### src/hw/tmcpt_pkg.sv
package tmcpt_pkg;
  // Register bus
  localparam int ADDR_W = 7;
  localparam int DATA_W = 32;
  localparam int REG_W = 8;
  localparam int IDX_W = 5;
  localparam int NUM_REGS = 16;
  localparam logic [IDX_W-1:0] IDX_STATUS = 5'h00;
  localparam logic [IDX_W-1:0] IDX_LINE_CONFIG_CONTROL = 5'h10;
  localparam logic [IDX_W-1:0] IDX_TX_PULSE_SHAPE_CONTROL = 5'h11;
  localparam logic [IDX_W-1:0] IDX_UNUSED_SLOT_A = 5'h12;
  localparam logic [IDX_W-1:0] IDX_JITTER_ATTEN_CONTROL = 5'h13;
  localparam logic [IDX_W-1:0] IDX_UNUSED_SLOT_B = 5'h14;
  localparam logic [IDX_W-1:0] IDX_UNUSED_SLOT_C = 5'h15;
  localparam logic [IDX_W-1:0] IDX_EQUALIZER_UPPER_LIMIT = 5'h16;
  localparam logic [IDX_W-1:0] IDX_EQUALIZER_LOWER_LIMIT = 5'h17;
  localparam logic [IDX_W-1:0] IDX_SERIAL_STREAM_CONFIG = 5'h18;
  localparam logic [IDX_W-1:0] IDX_HDLC_ZERO_SLOT_SELECT = 5'h19;
  localparam logic [IDX_W-1:0] IDX_HDLC_ONE_SLOT_SELECT = 5'h1A;
  localparam logic [IDX_W-1:0] IDX_HDLC_TWO_SLOT_SELECT = 5'h1B;
  localparam logic [IDX_W-1:0] IDX_PULSE_PHASE_ONE_COEFF = 5'h1C;
  localparam logic [IDX_W-1:0] IDX_PULSE_PHASE_TWO_COEFF = 5'h1D;
  localparam logic [IDX_W-1:0] IDX_PULSE_PHASE_THREE_COEFF = 5'h1E;
  localparam logic [IDX_W-1:0] IDX_PULSE_PHASE_FOUR_COEFF = 5'h1F;
  localparam logic [REG_W-1:0] REG_RESET = 8'h00;
  // Line configuration word fields
  localparam int CFG_LINE_STANDARD_SELECT = 7;
  localparam int CFG_LINE_DRIVER_ON = 5;
  localparam int CFG_FRONT_END_BYPASS = 4;
  localparam int CFG_SIGNAL_LOSS_THRESHOLD_SEL = 3;
  localparam int CFG_FRAME_PULSE_PIN_FUNCTION = 2;
  localparam int CFG_TEST_SEQUENCE_SOURCE = 1;
  // Status word fields
  localparam int STS_SIGNAL_LOSS = 0;
  localparam int STS_PRBS_ERROR = 1;
  localparam int STS_BYPASS_ACTIVE = 2;
  // Loss-of-signal thresholds, dB below nominal
  localparam logic [7:0] LOS_DB_DEEP = 8'h28;
  localparam logic [7:0] LOS_DB_SHALLOW = 8'h14;
  // A-law digital milliwatt, eight bytes per cycle
  localparam int MW_LEN = 8;
  localparam logic [7:0] MW_SEQ [MW_LEN] = '{8'h34, 8'h21, 8'h21, 8'h34,
                                            8'hB4, 8'hA1, 8'hA1, 8'hB4};
  // Pseudo-random sequence, x^15 + x^14 + 1
  localparam int PRBS_W = 15;
  localparam logic [PRBS_W-1:0] PRBS_SEED = 15'h7FFF;
endpackage

### src/hw/tmcpt_regs.sv
// Register access over Avalon-MM was left to the implementer.
`timescale 1ns/100ps
// Summary of operation
// RQ1 - Byte addresses 0x40..0x7C decode a five-bit index onto sixteen eight-bit registers 10H..1FH.
// RQ2 - Software writes zero to every bit of the unused registers at 12H, 14H and 15H.
// RQ3 - Bit 7 of the line configuration word selects T1 when 0 and E1 when 1.
// RQ4 - Software keeps the reserved bits 6 and 0 of the line configuration word at zero.
// RQ5 - Bit 5 of the line configuration word switches both line drivers off at 0 and on at 1.
// RQ6 - Bit 4 of the line configuration word keeps the front end active at 0 and bypasses it at 1.
// RQ7 - In bypass, both digital receive inputs are captured on each rising external clock edge.
// RQ8 - In bypass, both digital transmit outputs are launched on each rising external clock edge.
// RQ9 - Bit 3 sets the loss-of-signal threshold to 40 dB below nominal at 0 and 20 dB at 1.
// RQ10 - With bit 2 at 1 the shared pin gives a positive frame pulse aligned to the transmit stream.
// RQ11 - With bit 2 at 0 the shared pin gives a low pulse at the output multiframe boundary.
// RQ12 - With bit 1 at 1 every test channel, transmit or receive, carries the digital milliwatt.
// RQ13 - With bit 1 at 0 transmit test channels get the generator and receive ones the detector.
// RQ14 - Each page register holds the last byte written and returns it on a read without side effects.
module tmcpt_regs (
  // Clock and reset
  input wire logic i_mclk,
  input wire logic i_rstn,
  // Avalon-MM slave
  input wire logic [tmcpt_pkg::ADDR_W-1:0] i_avs_address,
  input wire logic i_avs_read,
  input wire logic i_avs_write,
  input wire logic [tmcpt_pkg::DATA_W-1:0] i_avs_writedata,
  input wire logic [3:0] i_avs_byteenable,
  output logic [tmcpt_pkg::DATA_W-1:0] o_avs_readdata,
  output logic o_avs_waitrequest,
  // Configuration levels
  output logic o_line_standard_select,
  output logic o_front_end_enable,
  output logic o_signal_loss_threshold_sel,
  // Line drivers
  input wire logic i_tx_pos_data,
  input wire logic i_tx_neg_data,
  output logic o_tx_line_pos_output,
  output logic o_tx_line_pos_oe,
  output logic o_tx_line_neg_output,
  output logic o_tx_line_neg_oe,
  // Front-end bypass
  input wire logic i_external_line_clock,
  input wire logic i_digital_rx_in_a,
  input wire logic i_digital_rx_in_b,
  output logic o_rx_line_a,
  output logic o_rx_line_b,
  output logic o_rx_line_valid,
  output logic o_digital_tx_out_a,
  output logic o_digital_tx_out_b,
  // Loss of signal
  input wire logic [7:0] i_rx_atten_db,
  output logic o_signal_loss,
  // Frame pulse
  input wire logic i_tx_frame_start,
  input wire logic i_out_multiframe_start,
  output logic o_shared_frame_pulse_pin,
  // Per-timeslot test
  input wire logic i_slot_strobe,
  input wire logic i_per_slot_tx_test,
  input wire logic i_per_slot_rx_test,
  input wire logic [7:0] i_tx_slot_byte,
  input wire logic [7:0] i_rx_slot_byte,
  output logic [7:0] o_tx_slot_byte,
  output logic [7:0] o_rx_slot_byte,
  output logic o_prbs_error
);
  import tmcpt_pkg::*;

  function automatic logic [PRBS_W-1:0] prbs_step8(input logic [PRBS_W-1:0] s);
    logic [PRBS_W-1:0] v;
    v = s;
    for (int k = 0; k < 8; k++) begin
      v = {v[PRBS_W-2:0], v[PRBS_W-1] ^ v[PRBS_W-2]};
    end
    return v;
  endfunction

  function automatic logic [IDX_W-1:0] addr_index(input logic [ADDR_W-1:0] a);
    return a[ADDR_W-1:2];
  endfunction

  logic [REG_W-1:0] regs [NUM_REGS];
  logic ack;
  logic req;
  logic [IDX_W-1:0] idx;
  logic page_hit;
  logic wr_fire;
  logic rd_take;
  logic [REG_W-1:0] cfg;
  logic [REG_W-1:0] status;
  logic prbs_err;
  logic bypass;
  logic [2:0] xclk_sync;
  logic xclk_rise;
  logic [7:0] los_limit;
  logic [2:0] mw_tx_idx;
  logic [2:0] mw_rx_idx;
  logic [PRBS_W-1:0] prbs_gen;
  logic [PRBS_W-1:0] prbs_ref;
  logic [PRBS_W-1:0] next_prbs_gen;
  logic [PRBS_W-1:0] next_prbs_ref;
  logic tx_test_hit;
  logic rx_test_hit;

  // Bus decode: one wait cycle on every access
  assign req = i_avs_read | i_avs_write;
  assign idx = addr_index(i_avs_address);
  assign page_hit = idx[IDX_W-1]; // [RQ1]
  assign o_avs_waitrequest = req & ~ack;
  assign wr_fire = i_avs_write & ack & i_avs_byteenable[0];
  assign rd_take = i_avs_read & ~ack;

  always_ff @(posedge i_mclk or negedge i_rstn) begin
    if (!i_rstn) begin
      ack <= 1'b0;
    end else begin
      ack <= req & ~ack;
    end
  end

  // Page registers, plain storage, written only through byte lane 0
  always_ff @(posedge i_mclk or negedge i_rstn) begin
    if (!i_rstn) begin
      for (int r = 0; r < NUM_REGS; r++) begin
        regs[r] <= REG_RESET;
      end
    end else if (wr_fire && page_hit) begin
      regs[idx[IDX_W-2:0]] <= i_avs_writedata[REG_W-1:0]; // [RQ14]
    end
  end

  assign cfg = regs[IDX_LINE_CONFIG_CONTROL[IDX_W-2:0]];

  // Read data captured on the same edge that drops waitrequest; unmapped reads give zero
  always_ff @(posedge i_mclk or negedge i_rstn) begin
    if (!i_rstn) begin
      o_avs_readdata <= '0;
    end else if (rd_take) begin
      if (page_hit) begin
        o_avs_readdata <= {24'h000000, regs[idx[IDX_W-2:0]]}; // [RQ14]
      end else if (idx == IDX_STATUS) begin
        o_avs_readdata <= {24'h000000, status};
      end else begin
        o_avs_readdata <= '0;
      end
    end
  end

  // Mode levels taken straight from the configuration word
  assign o_line_standard_select = cfg[CFG_LINE_STANDARD_SELECT]; // [RQ3]
  assign bypass = cfg[CFG_FRONT_END_BYPASS];
  assign o_front_end_enable = ~bypass; // [RQ6]
  assign o_signal_loss_threshold_sel = cfg[CFG_SIGNAL_LOSS_THRESHOLD_SEL];

  // Line drivers
  assign o_tx_line_pos_oe = cfg[CFG_LINE_DRIVER_ON]; // [RQ5]
  assign o_tx_line_neg_oe = cfg[CFG_LINE_DRIVER_ON]; // [RQ5]

  always_ff @(posedge i_mclk or negedge i_rstn) begin
    if (!i_rstn) begin
      o_tx_line_pos_output <= 1'b0;
      o_tx_line_neg_output <= 1'b0;
    end else begin
      o_tx_line_pos_output <= i_tx_pos_data & cfg[CFG_LINE_DRIVER_ON] & ~bypass; // [RQ5]
      o_tx_line_neg_output <= i_tx_neg_data & cfg[CFG_LINE_DRIVER_ON] & ~bypass; // [RQ5]
    end
  end

  // External line clock edge; the clock must be far slower than i_mclk
  always_ff @(posedge i_mclk or negedge i_rstn) begin
    if (!i_rstn) begin
      xclk_sync <= 3'h0;
    end else begin
      xclk_sync <= {xclk_sync[1:0], i_external_line_clock};
    end
  end

  assign xclk_rise = xclk_sync[1] & ~xclk_sync[2];

  always_ff @(posedge i_mclk or negedge i_rstn) begin
    if (!i_rstn) begin
      o_rx_line_a <= 1'b0;
      o_rx_line_b <= 1'b0;
      o_rx_line_valid <= 1'b0;
    end else begin
      o_rx_line_valid <= bypass & xclk_rise;
      if (bypass && xclk_rise) begin
        o_rx_line_a <= i_digital_rx_in_a; // [RQ7]
        o_rx_line_b <= i_digital_rx_in_b; // [RQ7]
      end
    end
  end

  always_ff @(posedge i_mclk or negedge i_rstn) begin
    if (!i_rstn) begin
      o_digital_tx_out_a <= 1'b0;
      o_digital_tx_out_b <= 1'b0;
    end else if (!bypass) begin
      o_digital_tx_out_a <= 1'b0;
      o_digital_tx_out_b <= 1'b0;
    end else if (xclk_rise) begin
      o_digital_tx_out_a <= i_tx_pos_data; // [RQ8]
      o_digital_tx_out_b <= i_tx_neg_data; // [RQ8]
    end
  end

  // Loss of signal: attenuation beyond the selected depth
  assign los_limit = cfg[CFG_SIGNAL_LOSS_THRESHOLD_SEL] ? LOS_DB_SHALLOW : LOS_DB_DEEP; // [RQ9]

  always_ff @(posedge i_mclk or negedge i_rstn) begin
    if (!i_rstn) begin
      o_signal_loss <= 1'b0;
    end else begin
      o_signal_loss <= i_rx_atten_db > los_limit; // [RQ9]
    end
  end

  // Shared frame pulse pin
  always_ff @(posedge i_mclk or negedge i_rstn) begin
    if (!i_rstn) begin
      o_shared_frame_pulse_pin <= 1'b1;
    end else if (cfg[CFG_FRAME_PULSE_PIN_FUNCTION]) begin
      o_shared_frame_pulse_pin <= i_tx_frame_start; // [RQ10]
    end else begin
      o_shared_frame_pulse_pin <= ~i_out_multiframe_start; // [RQ11]
    end
  end

  // Per-timeslot test sequences
  assign tx_test_hit = i_slot_strobe & i_per_slot_tx_test;
  assign rx_test_hit = i_slot_strobe & i_per_slot_rx_test;
  assign next_prbs_gen = prbs_step8(prbs_gen);
  assign next_prbs_ref = prbs_step8(prbs_ref);

  always_ff @(posedge i_mclk or negedge i_rstn) begin
    if (!i_rstn) begin
      o_tx_slot_byte <= 8'h00;
      mw_tx_idx <= 3'h0;
      prbs_gen <= PRBS_SEED;
    end else if (!i_slot_strobe) begin
      o_tx_slot_byte <= o_tx_slot_byte;
    end else if (!i_per_slot_tx_test) begin
      o_tx_slot_byte <= i_tx_slot_byte;
    end else if (cfg[CFG_TEST_SEQUENCE_SOURCE]) begin
      o_tx_slot_byte <= MW_SEQ[mw_tx_idx]; // [RQ12]
      mw_tx_idx <= mw_tx_idx + 3'h1;
    end else begin
      o_tx_slot_byte <= next_prbs_gen[7:0]; // [RQ13]
      prbs_gen <= next_prbs_gen;
    end
  end

  always_ff @(posedge i_mclk or negedge i_rstn) begin
    if (!i_rstn) begin
      o_rx_slot_byte <= 8'h00;
      mw_rx_idx <= 3'h0;
      prbs_ref <= PRBS_SEED;
      o_prbs_error <= 1'b0;
    end else begin
      o_prbs_error <= 1'b0;
      if (rx_test_hit && cfg[CFG_TEST_SEQUENCE_SOURCE]) begin
        o_rx_slot_byte <= MW_SEQ[mw_rx_idx]; // [RQ12]
        mw_rx_idx <= mw_rx_idx + 3'h1;
      end else if (rx_test_hit) begin
        o_rx_slot_byte <= i_rx_slot_byte;
        prbs_ref <= next_prbs_ref;
        o_prbs_error <= i_rx_slot_byte != next_prbs_ref[7:0]; // [RQ13]
      end else if (i_slot_strobe) begin
        o_rx_slot_byte <= i_rx_slot_byte;
      end
    end
  end

  // Status word; sticky error clears on write of one, a new error wins
  always_ff @(posedge i_mclk or negedge i_rstn) begin
    if (!i_rstn) begin
      prbs_err <= 1'b0;
    end else if (o_prbs_error) begin
      prbs_err <= 1'b1;
    end else if (wr_fire && idx == IDX_STATUS && i_avs_writedata[STS_PRBS_ERROR]) begin
      prbs_err <= 1'b0;
    end
  end

  always_comb begin
    status = 8'h00;
    status[STS_SIGNAL_LOSS] = o_signal_loss;
    status[STS_PRBS_ERROR] = prbs_err;
    status[STS_BYPASS_ACTIVE] = bypass;
  end

  logic [IDX_W-2:0] wr_slot;
  logic [REG_W-1:0] wr_byte;
  logic [REG_W-1:0] mw_now;
  logic [REG_W-1:0] mw_rx_now;
  assign wr_slot = idx[IDX_W-2:0];
  assign wr_byte = i_avs_writedata[REG_W-1:0];
  assign mw_now = MW_SEQ[mw_tx_idx];
  assign mw_rx_now = MW_SEQ[mw_rx_idx];
endmodule

### config.mk
export PLATFORM = sky130hd
export DESIGN_NAME = tmcpt_regs
export DESIGN_NICKNAME = d
export VERILOG_FILES = /design/src/hw/tmcpt_pkg.sv /design/src/hw/tmcpt_regs.sv
export SDC_FILE = /design/constraint.sdc
export NUM_CORES = 1
export LEC_CHECK = 0
export ABC_AREA = 0
export BUFFER_PORTS_ARGS = -buffer_cell sky130_fd_sc_hd__buf_2
export CAP_MARGIN = 30
export CORE_MARGIN = 3
export CORE_UTILIZATION = 25
export DETAILED_ROUTE_END_ITERATION = 6
export RECOVER_POWER = 25
export SLEW_MARGIN = 20
export SYNTH_ARGS = -nofsm -noshare
export SYNTH_HDL_FRONTEND = slang
export SYNTH_SLANG_ARGS = --single-unit
### constraint.sdc
create_clock -name i_mclk -period 2.2 [get_ports i_mclk]
set_input_delay 0.33 -clock i_mclk [delete_from_list [all_inputs] [get_ports i_mclk]]
set_output_delay 0.33 -clock i_mclk [all_outputs]
set_load 0.02 [all_outputs]
==> flow_summary.yaml, run 1 <==
yosys:
  synth_top_area_frac: 0.4604
  syn_area_um2: 9349
  synth_ff_type: "dfrtp_1"
  synth_area_leader_cell: "dfrtp_1"
  synth_area_per_cell_um2: 13.87
  synth_seq_cells: 203
  yosysUniqueCellTypes: 44
  syn_inst: 674
  synth_edf_count: 0
  yosysWarnings: 0
  synth_seq_area_share: 0.5475
  async_reset_ff_frac: 1.000
  synth_area_leaders: "dfrtp_1, mux2_2, dfstp_2"
timing:
  max_freq_mhz: 509.7
  skew_ps: 31.45
  period_share: 0.8918
  slew_violations: 0
  final-setup-viol-count: 0
  fin_setup_tns_ps: 0
  slew_headroom: 0.2845
  min_period_ps: 1962
  rsz0062_at_grt: "false"
  worst_pin_slew_ps: 1073
  final_hold_viol_count: 0
placement:
  dp_hpwl_um: 14640
  gp_congestion: 0.7210
  dpl_cell_area_um2: 10600
  io_buffers: 91
pwr:
  p_int_mw: 8.303
  power.leakage_nw: 5.365
  p_per_area_nw_per_um2: 985.9
  swShare: 0.2675
  clkPwrFrac: 0.395
  ir_drop_v: 0.0006293
  pwr-share-seq: 0.435
  switchingPower_mw: 3.033
  combPwrFrac: 0.170
worst_setup_path:
  reg2reg_slack_ps: 240
  startpoint: "ack"
  end_kind: "register"
  cp_max_fo: 8
  reg2reg_from: "ack"
  critical_path.endpoint: "regs[102]"
  crit_required_ps: 2590
  timing.rr.end: "regs[102]"
  startpoint_type: "register"
  rr_worst_depth: 5
  cp.arrival_ps: 2350
  critPathKind: "reg2reg"
cells_and_area:
  final_cell_area_um2: 11500
  nNetsFinal: 888
  post-route-util: 0.3133
  diodes: 0
  syn2layout_area_growth_pct: 22.99
  drive_above_1_share: 0.4805
cts:
  h-tree-depth: 1
  postCtsSetupRepairBufs: 0
  cts_made_buffers: 25
  worstSkewPairLatency_ps: 530
  cts_root_buffer: "clkbuf_16"
  cts_tree: "built"
  clock_path_buffers: 3
  numClockSinks: 203
  clkTransAtPathRegs_ps: 60
  ctsResizeCount: 0
floorplanning:
  dieArea_um2: 39750
  pin_count: 145
  die_h_um: 199.4
  initial_utilization: 0.2548
  die_x_um: 199.4
  placementRows: 70
  fp.coreArea_um2: 36700
grt:
  overflow: 0
  grt_pass1_wl_um: 33320
  antenna_found_initial: 0
  grt_pass1_vias: 5801
  track_usage: 0.1067
  grt_max_degree: 63
routing:
  dr.pass1.iters: 4
  wirelength_um: 21420
  ant_nets: 0
  drc: 0
  vias_per_cell: 4.449
  vias: 5730
  drt_iter0_markers: 255
  wire_per_inst_um: 16.63
job:
  maxCapViolCount: 0
hold_path:
  min_path_type: "in2reg"
outcome:
  status: "completed"
stage by stage:
stage	cells	hold slack (ps)	setup WS, ps	power, mW
detailed placement	1238	344.3	-12.13	6.969
CTS	1288	10.45	248.7	11.55
global placement	1238	338.4	30.10	6.911
finish	1288	35.57	238.1	11.34
floorplan	697	34.41	419.2	6.330
global route	1288	15.91	90.50	11.98
cell usage in the layout, fill, tap and decap left out, types with 7 or more instances in the layout:
cell	instances
dfrtp_1	172
mux2_2	148
buf_2	91
nand2_1	35
dfstp_2	31
nor2_1	29
mux4_2	26
clkbuf_16	25
buf_4	25
conb_1	24
o21ai_0	20
xnor2_1	19
a21oi_1	14
buf_12	11
nor2b_1	9
xor2_1	9
nor2_2	9
mux2i_1	8
clkbuf_1	8
nand2b_1	7
a221oi_1	7
timing repair:
| item | CTS | global route |
|---|---|---|
| hold buffers | 4 | 0 |
| setup endpoints to repair | 0 | 0 |
| hold endpoints to repair | 49 | 0 |
worst min-delay path by stage:
stage               cells after the start                  endpoint                   start  slack (ps)
floorplan                               0                       ack                  i_rstn          30
global placement                        0              xclk_sync[1]            xclk_sync[0]         340
detailed placement                      0              xclk_sync[1]            xclk_sync[0]         340
CTS                                     2               o_rx_line_b       i_digital_rx_in_b          10
global route                            2               o_rx_line_b       i_digital_rx_in_b          20
finish                                  2  o_shared_frame_pulse_pin  i_out_multiframe_start          40
synth_stat cells (7+ instances only):
| cell type | n |
|---|---|
| dfrtp_1 | 172 |
| mux2_2 | 148 |
| nand2_1 | 35 |
| dfstp_2 | 31 |
| nor2_1 | 29 |
| mux4_2 | 26 |
| buf_4 | 25 |
| o21ai_0 | 20 |
| clkbuf_1 | 19 |
| xnor2_1 | 19 |
| a21oi_1 | 14 |
| nor2_2 | 9 |
| nor2b_1 | 9 |
| xor2_1 | 9 |
| buf_2 | 8 |
| mux2i_1 | 8 |
| a221oi_1 | 7 |
| nand2b_1 | 7 |
power groups by stage:
stage	sequential [mW]	combinational, mW	clock [mW]
4_1_cts	4.94	1.99	4.62
5_1_grt	5.01	2.18	4.79
3_5_place_dp	5.01	1.96	0
6_report	4.93	1.93	4.47
3_3_place_gp	4.98	1.93	0
2_1_floorplan	5.02	1.31	0
sequential cells by signal, summed over array words and instances (netlist names), 3 cells and up:
signal	count
cfg	8
prbs_ref	15
o_tx_slot_byte	8
mw_tx_idx	3
o_rx_slot_byte	8
regs	120
xclk_sync	3
mw_rx_idx	3
o_avs_readdata	8
prbs_gen	15
area by class of cell:
class | count | area (um2)
Fill cell | 3625 | 25200
Sequential cell | 203 | 5119
Multi-Input combinational cell | 431 | 3945
Timing Repair Buffer | 136 | 933.4
Clock buffer | 34 | 699.4
Tap cell | 468 | 585.6
Clock inverter | 12 | 201.4
Inverter | 4 | 15.01
layer usage:
layer | up-vias | part of all wire | GRT usage
li1 | 2652 | - | -
met1 | 2912 | 0.44 | 0.1439
met2 | 135 | 0.48 | 0.1740
met3 | 31 | 0.061 | 0.02327
met4 | 0 | 0.021 | 0.03050
met5 | - | 0 | 0
worst max-delay path, stage by stage (launching register included):
cell and delay (ps):
dfrtp_1 370, and3_1 260, and2_1 260, and3_1 320
nand2_2 240, mux2_1 370
cells by family (layout without fill, tap and decap cells):
group / count (synthesis) / in the layout / synth area share
xor gates and xnor gates: 28 / 28 / 0.02623
DFF: 203 / 203 / 0.5475
adders and majority gates: 6 / 6 / 0.008030
AOI/OAI and AO/OA: 64 / 64 / 0.04376
other: 1 / 24 / 0.0004011
muxes: 191 / 191 / 0.2699
buffers and inverters: 63 / 186 / 0.03975
and+or+nand+nor: 118 / 118 / 0.06437
No activity file was read; power rests on OpenSTA's default activity.
==> run 2: changes to the inputs <==
--- a/config.mk
+++ b/config.mk
@@ -8,7 +8,7 @@
 export ABC_AREA = 0
 export BUFFER_PORTS_ARGS = -buffer_cell sky130_fd_sc_hd__buf_2
 export CAP_MARGIN = 30
-export CORE_MARGIN = 3
+export CORE_MARGIN = 2
 export CORE_UTILIZATION = 25
 export DETAILED_ROUTE_END_ITERATION = 6
 export RECOVER_POWER = 25
==> constraint.sdc (replaced) <==
create_clock -name i_mclk -period 1.6 [get_ports i_mclk]
set_input_delay 0.24 -clock i_mclk [delete_from_list [all_inputs] [get_ports i_mclk]]
set_output_delay 0.24 -clock i_mclk [all_outputs]
set_load 0.02 [all_outputs]
==> flow_summary.yaml, run 2 (synthesis results as in run 1) <==
floorplanning:
  die_x_um: 197.4
  initial_utilization: 0.2548
  pin_count: 145
  die_h_um: 197.4
  dieArea_um2: 38960
  fp.coreArea_um2: 36700
  placementRows: 70
worst_setup_path:
  critPathKind: "reg2reg"
  cp_max_fo: 8
  max_stage_delay_ps: 350
  reg2reg_from: "ack"
  cp_slowest_cell: "dfrtp_1"
  end_kind: "register"
  startpoint: "ack"
  crit_chain: "and3_4 > and2_4 > nand3b_4 > nor3_4 > buf_12 > mux2_4"
  timing.rr.end: "regs[107]"
  cpLargestDelayFamily: "simple AND/OR/NAND/NOR gates"
  reg2reg_slack_ps: -120
  rr_worst_depth: 6
  cp.buffers_inverters: 1
  startpoint_type: "register"
  critical_path.endpoint: "regs[107]"
  cp.arrival_ps: 2120
  crit_required_ps: 1990
  crit_cells: 6
routing:
  dr.pass1.iters: 4
  drc: 0
  ant_nets: 0
  wire_per_inst_um: 17.14
  drt_iter0_markers: 231
  vias: 5945
  vias_per_cell: 4.460
  wirelength_um: 22840
timing:
  min_period_ps: 1720
  rsz0062_at_grt: "true"
  final_hold_viol_count: 0
  max_freq_mhz: 581.2
  period_share: 1.075
  worst_pin_slew_ps: 1346
  final-setup-viol-count: 121
  skew_ps: 30.82
  slew_violations: 0
  worst_slack_ps: -120.4
  worst_hold_slack_ps: 20.79
  slew_headroom: 0.1028
cts:
  cts_root_buffer: "clkbuf_16"
  numClockSinks: 203
  worstSkewPairLatency_ps: 540
  clkTransAtPathRegs_ps: 60
  clock_path_buffers: 3
  h-tree-depth: 1
  cts_tree: "built"
  cts_made_buffers: 24
cells_and_area:
  most-common-layout-cells: "dfrtp_1, buf_2, mux2_4, mux2_2, buf_4"
  mostFrequentLayoutCell: "dfrtp_1"
  drive_above_1_share: 0.5272
  nNetsFinal: 934
  syn2layout_area_growth_pct: 32.99
  post-route-util: 0.3388
  diodes: 0
  reg_top3: "regs x120, prbs_gen x15, prbs_ref x15"
  top_register: "regs"
  largest_register_ffs: 120
pwr:
  ir_drop_v: 0.0006779
  power.leakage_nw: 5.804
  power.total_mw: 15.47
  p_per_area_nw_per_um2: 1244
placement:
  dp_hpwl_um: 15770
  gp_congestion: 0.7814
  io_buffers: 91
grt:
  antenna_found_initial: 1
  overflow: 0
  grt_max_degree: 54
  grt_pass1_wl_um: 36670
  track_usage: 0.1200
  grt_pass1_vias: 6375
outcome:
  violations: "negative setup slack"
  status: "finished with violations"
hold_path:
  min_path_type: "in2reg"
job:
  maxCapViolCount: 0
run 2: cell count changes in the layout (fill, tap and decap cells not counted), sizes merged:
cell,change
buf,+39
bufinv,-2
inv,-1
clkinv,+4
clkbuf,-8
dlygate4sd3,+13
run 2: worst min path at each step:
| stage | startpoint | endpoint | slack [ps] | cells after the start |
|---|---|---|---|---|
| finish | i_rx_atten_db[0] | o_signal_loss | 20 | 3 |
| global route | i_rx_slot_byte[3] | o_rx_slot_byte[3] | 20 | 3 |
| CTS | i_rx_slot_byte[3] | o_rx_slot_byte[3] | 5 | 3 |
| detailed placement | i_rstn | cfg[2] | 240 | 1 |
| global placement | i_rstn | cfg[2] | 240 | 1 |
| floorplan | i_rstn | ack | -60 | 0 |
run 2: final cells by class:
type | instances | area [um2]
Tap cell | 468 | 585.6
Multi-Input combinational cell | 431 | 4464
Clock buffer | 31 | 656.9
Timing Repair Buffer | 183 | 1410
Inverter | 4 | 17.52
Sequential cell | 203 | 5119
Clock inverter | 13 | 180.2
Fill cell | 3590 | 24260
run 2: what timing repair did:
action	CTS	global route
endpoints found under the hold margin	35	0
endpoints found under the setup margin	133	136
resized for setup	102	26
hold buffers	17	0
buffers inserted	1	2
pin swaps	7	7
run 2: worst min-delay path, stage by stage:
cell	delay, ps
buf_2	70
nor3_1	30
o21ai_0	170
run 2: routing by layer:
metal  up-vias  wire [um]  global-route usage
met2       150      10120              0.1886
met1      3039      11210              0.1714
li1       2727          -                   -
met3        27       1138             0.02117
met4         2        369             0.02952
met5         -         11                   0
run 2: where the power goes:
group / internal (mW) / switching [mW]
combinational: 1.54 / 1.43
sequential: 6.22 / 0.576
clock: 3.42 / 2.28
total: 11.2 / 4.28
run 2: metrics by stage:
stage               setup TNS (ps)  instances  setup slack [ps]  cell area [um2]
floorplan                    -7211        697            -88.00             9572
global placement            -29850       1268            -322.2            10940
detailed placement          -33070       1268            -348.4            10940
CTS                          -6863       1330            -114.2            12320
global route                -22900       1333            -202.5            12430
finish                       -6885       1333            -120.4            12430
==> run 3: changes to the inputs <==
--- a/config.mk
+++ b/config.mk
@@ -16,3 +16,4 @@
 export SYNTH_ARGS = -nofsm -noshare
 export SYNTH_HDL_FRONTEND = slang
 export SYNTH_SLANG_ARGS = --single-unit
+export TNS_END_PERCENT = 5
==> flow_summary.yaml, run 3 (synthesis results as in run 1) <==
job:
  maxCapViolCount: 0
timing:
  final_hold_viol_count: 0
  period_share: 1.075
  slew_violations: 0
  worst_hold_slack_ps: 14.65
  max_freq_mhz: 581.3
  skew_ps: 28.64
  worst_slack_ps: -120.3
  worst_pin_slew_ps: 1262
  slew_headroom: 0.1583
  rsz0062_at_grt: "true"
  min_period_ps: 1720
  final-setup-viol-count: 110
pwr:
  p_per_area_nw_per_um2: 1242
  ir_drop_v: 0.0007335
  power.total_mw: 14.92
  power.leakage_nw: 5.600
worst_setup_path:
  reg2reg_slack_ps: -120
  crit_path_frequent_cell: "buf_6"
  cp_max_fo: 4
  timing.rr.end: "regs[89]"
  crit_chain: "and3_4 > and2_4 > buf_6 > nand2_8 > nor2_4 > buf_6 > mux2_4"
  cp.buffers_inverters: 2
  rr_worst_depth: 7
  max_stage_delay_ps: 360
  crit_required_ps: 2000
  critPathKind: "reg2reg"
  reg2reg_from: "ack"
  cpLargestDelayFamily: "simple AND/OR/NAND/NOR gates"
  startpoint_type: "register"
  end_kind: "register"
  cp.arrival_ps: 2120
  cp_slowest_cell: "dfrtp_1"
  startpoint: "ack"
hold_path:
  min-delay-start: "i_rx_atten_db[6]"
  min_path_cells: 3
  min_path_type: "in2reg"
  hold_end: "o_signal_loss"
routing:
  wl_met2_um: 10680
  wirelength_um: 22970
  ant_nets: 0
  drc: 0
  met3_length_um: 942
  vias: 5895
  vias_per_cell: 4.466
  wl_met1_um: 10820
  wire_per_inst_um: 17.40
  drt_iter0_markers: 269
  highest_layer: "met4"
  dr.pass1.iters: 4
floorplanning:
  die_h_um: 197.4
  initial_utilization: 0.2548
  pin_count: 145
  dieArea_um2: 38960
  fp.coreArea_um2: 36700
  placementRows: 70
  die_x_um: 197.4
cells_and_area:
  largest_register_ffs: 120
  nNetsFinal: 922
  reg_top3: "regs x120, prbs_gen x15, prbs_ref x15"
  most-common-layout-cells: "dfrtp_1, mux2_2, buf_2, buf_4, nand2_1"
  syn2layout_area_growth_pct: 28.45
  diodes: 0
  mostFrequentLayoutCell: "dfrtp_1"
  drive_above_1_share: 0.5129
  post-route-util: 0.3272
  top_register: "regs"
grt:
  overflow: 0
  grt_pass1_wl_um: 36430
  grt_pass1_vias: 6321
  track_usage: 0.1196
  grt_max_degree: 45
  antenna_found_initial: 0
cts:
  clkTransAtPathRegs_ps: 60
  worstSkewPairLatency_ps: 540
  numClockSinks: 203
  clock_path_buffers: 3
  cts_made_buffers: 25
  h-tree-depth: 1
  cts_root_buffer: "clkbuf_16"
  cts_tree: "built"
placement:
  io_buffers: 91
  dp_hpwl_um: 15970
  gp_congestion: 0.7707
outcome:
  status: "finished with violations"
  violations: "negative setup slack"
run 3: cell types whose count changed in the layout (fill, tap and decap cells not counted), sizes merged:
cell,change
clkinvlp,-2
dlygate4sd3,-2
buf,-14
clkinv,-3
clkbuf,+11
bufinv,-3
run 3: worst max-delay path by stage:
stage | slack, ps | end | depth (start not counted)
after floorplan | -90 | o_avs_readdata[2] | 7
after global placement | -360 | regs[34] | 4
after detailed placement | -350 | o_avs_readdata[7] | 6
after CTS | -110 | regs[118] | 6
after global routing | -150 | regs[62] | 7
final | -120 | regs[89] | 7
run 3: report_power, final:
group,total [mW],internal (mW),switching [mW]
combinational,2.84,1.46,1.39
sequential,6.82,6.23,0.589
clock,5.26,3.08,2.18
total,14.9,10.8,4.16
run 3: stage by stage:
stage	setup WS [ps]	area, um2	std cells	TNS [ps]
finish	-120.3	12010	1320	-7496
global route	-151.0	12010	1320	-15390
CTS	-112.0	11860	1318	-6111
detailed placement	-353.3	10830	1260	-28900
global placement	-360.9	10820	1259	-29790
floorplan	-91.45	9489	697	-8164
run 3: area by class of cell:
class                      instances  area (um2)
timing repair buffer             170        1310
clock inverter                     5       40.04
clock buffer                      39       718.2
tap                              468       585.6
inverter                           4       17.52
multi-input combinational        431        4218
fill                            3568       24690
sequential                       203        5120
run 3: routing by layer:
layer | track usage | up-vias
met5 | 0 | -
met4 | 0.02924 | 0
met3 | 0.02202 | 40
met2 | 0.1948 | 126
met1 | 0.1646 | 3035
li1 | - | 2694
run 3: worst register-to-register path, stage by stage (launching register included):
cell and delay [ps]:
dfrtp_1 360, and3_4 210, and2_4 190, buf_6 130, nand2_8 60, nor2_4 150, buf_6 170, mux2_4 300
run 3: timing repair:
| action | 4_1_cts | 5_1_grt |
|---|---|---|
| hold buffers | 14 | 1 |
| cloned | 0 | 0 |
| hold endpoints to repair | 66 | 1 |
| pin swaps | 9 | 14 |
| buffers inserted | 0 | 1 |
| setup endpoints to repair | 138 | 128 |
| gates resized for setup | 38 | 45 |
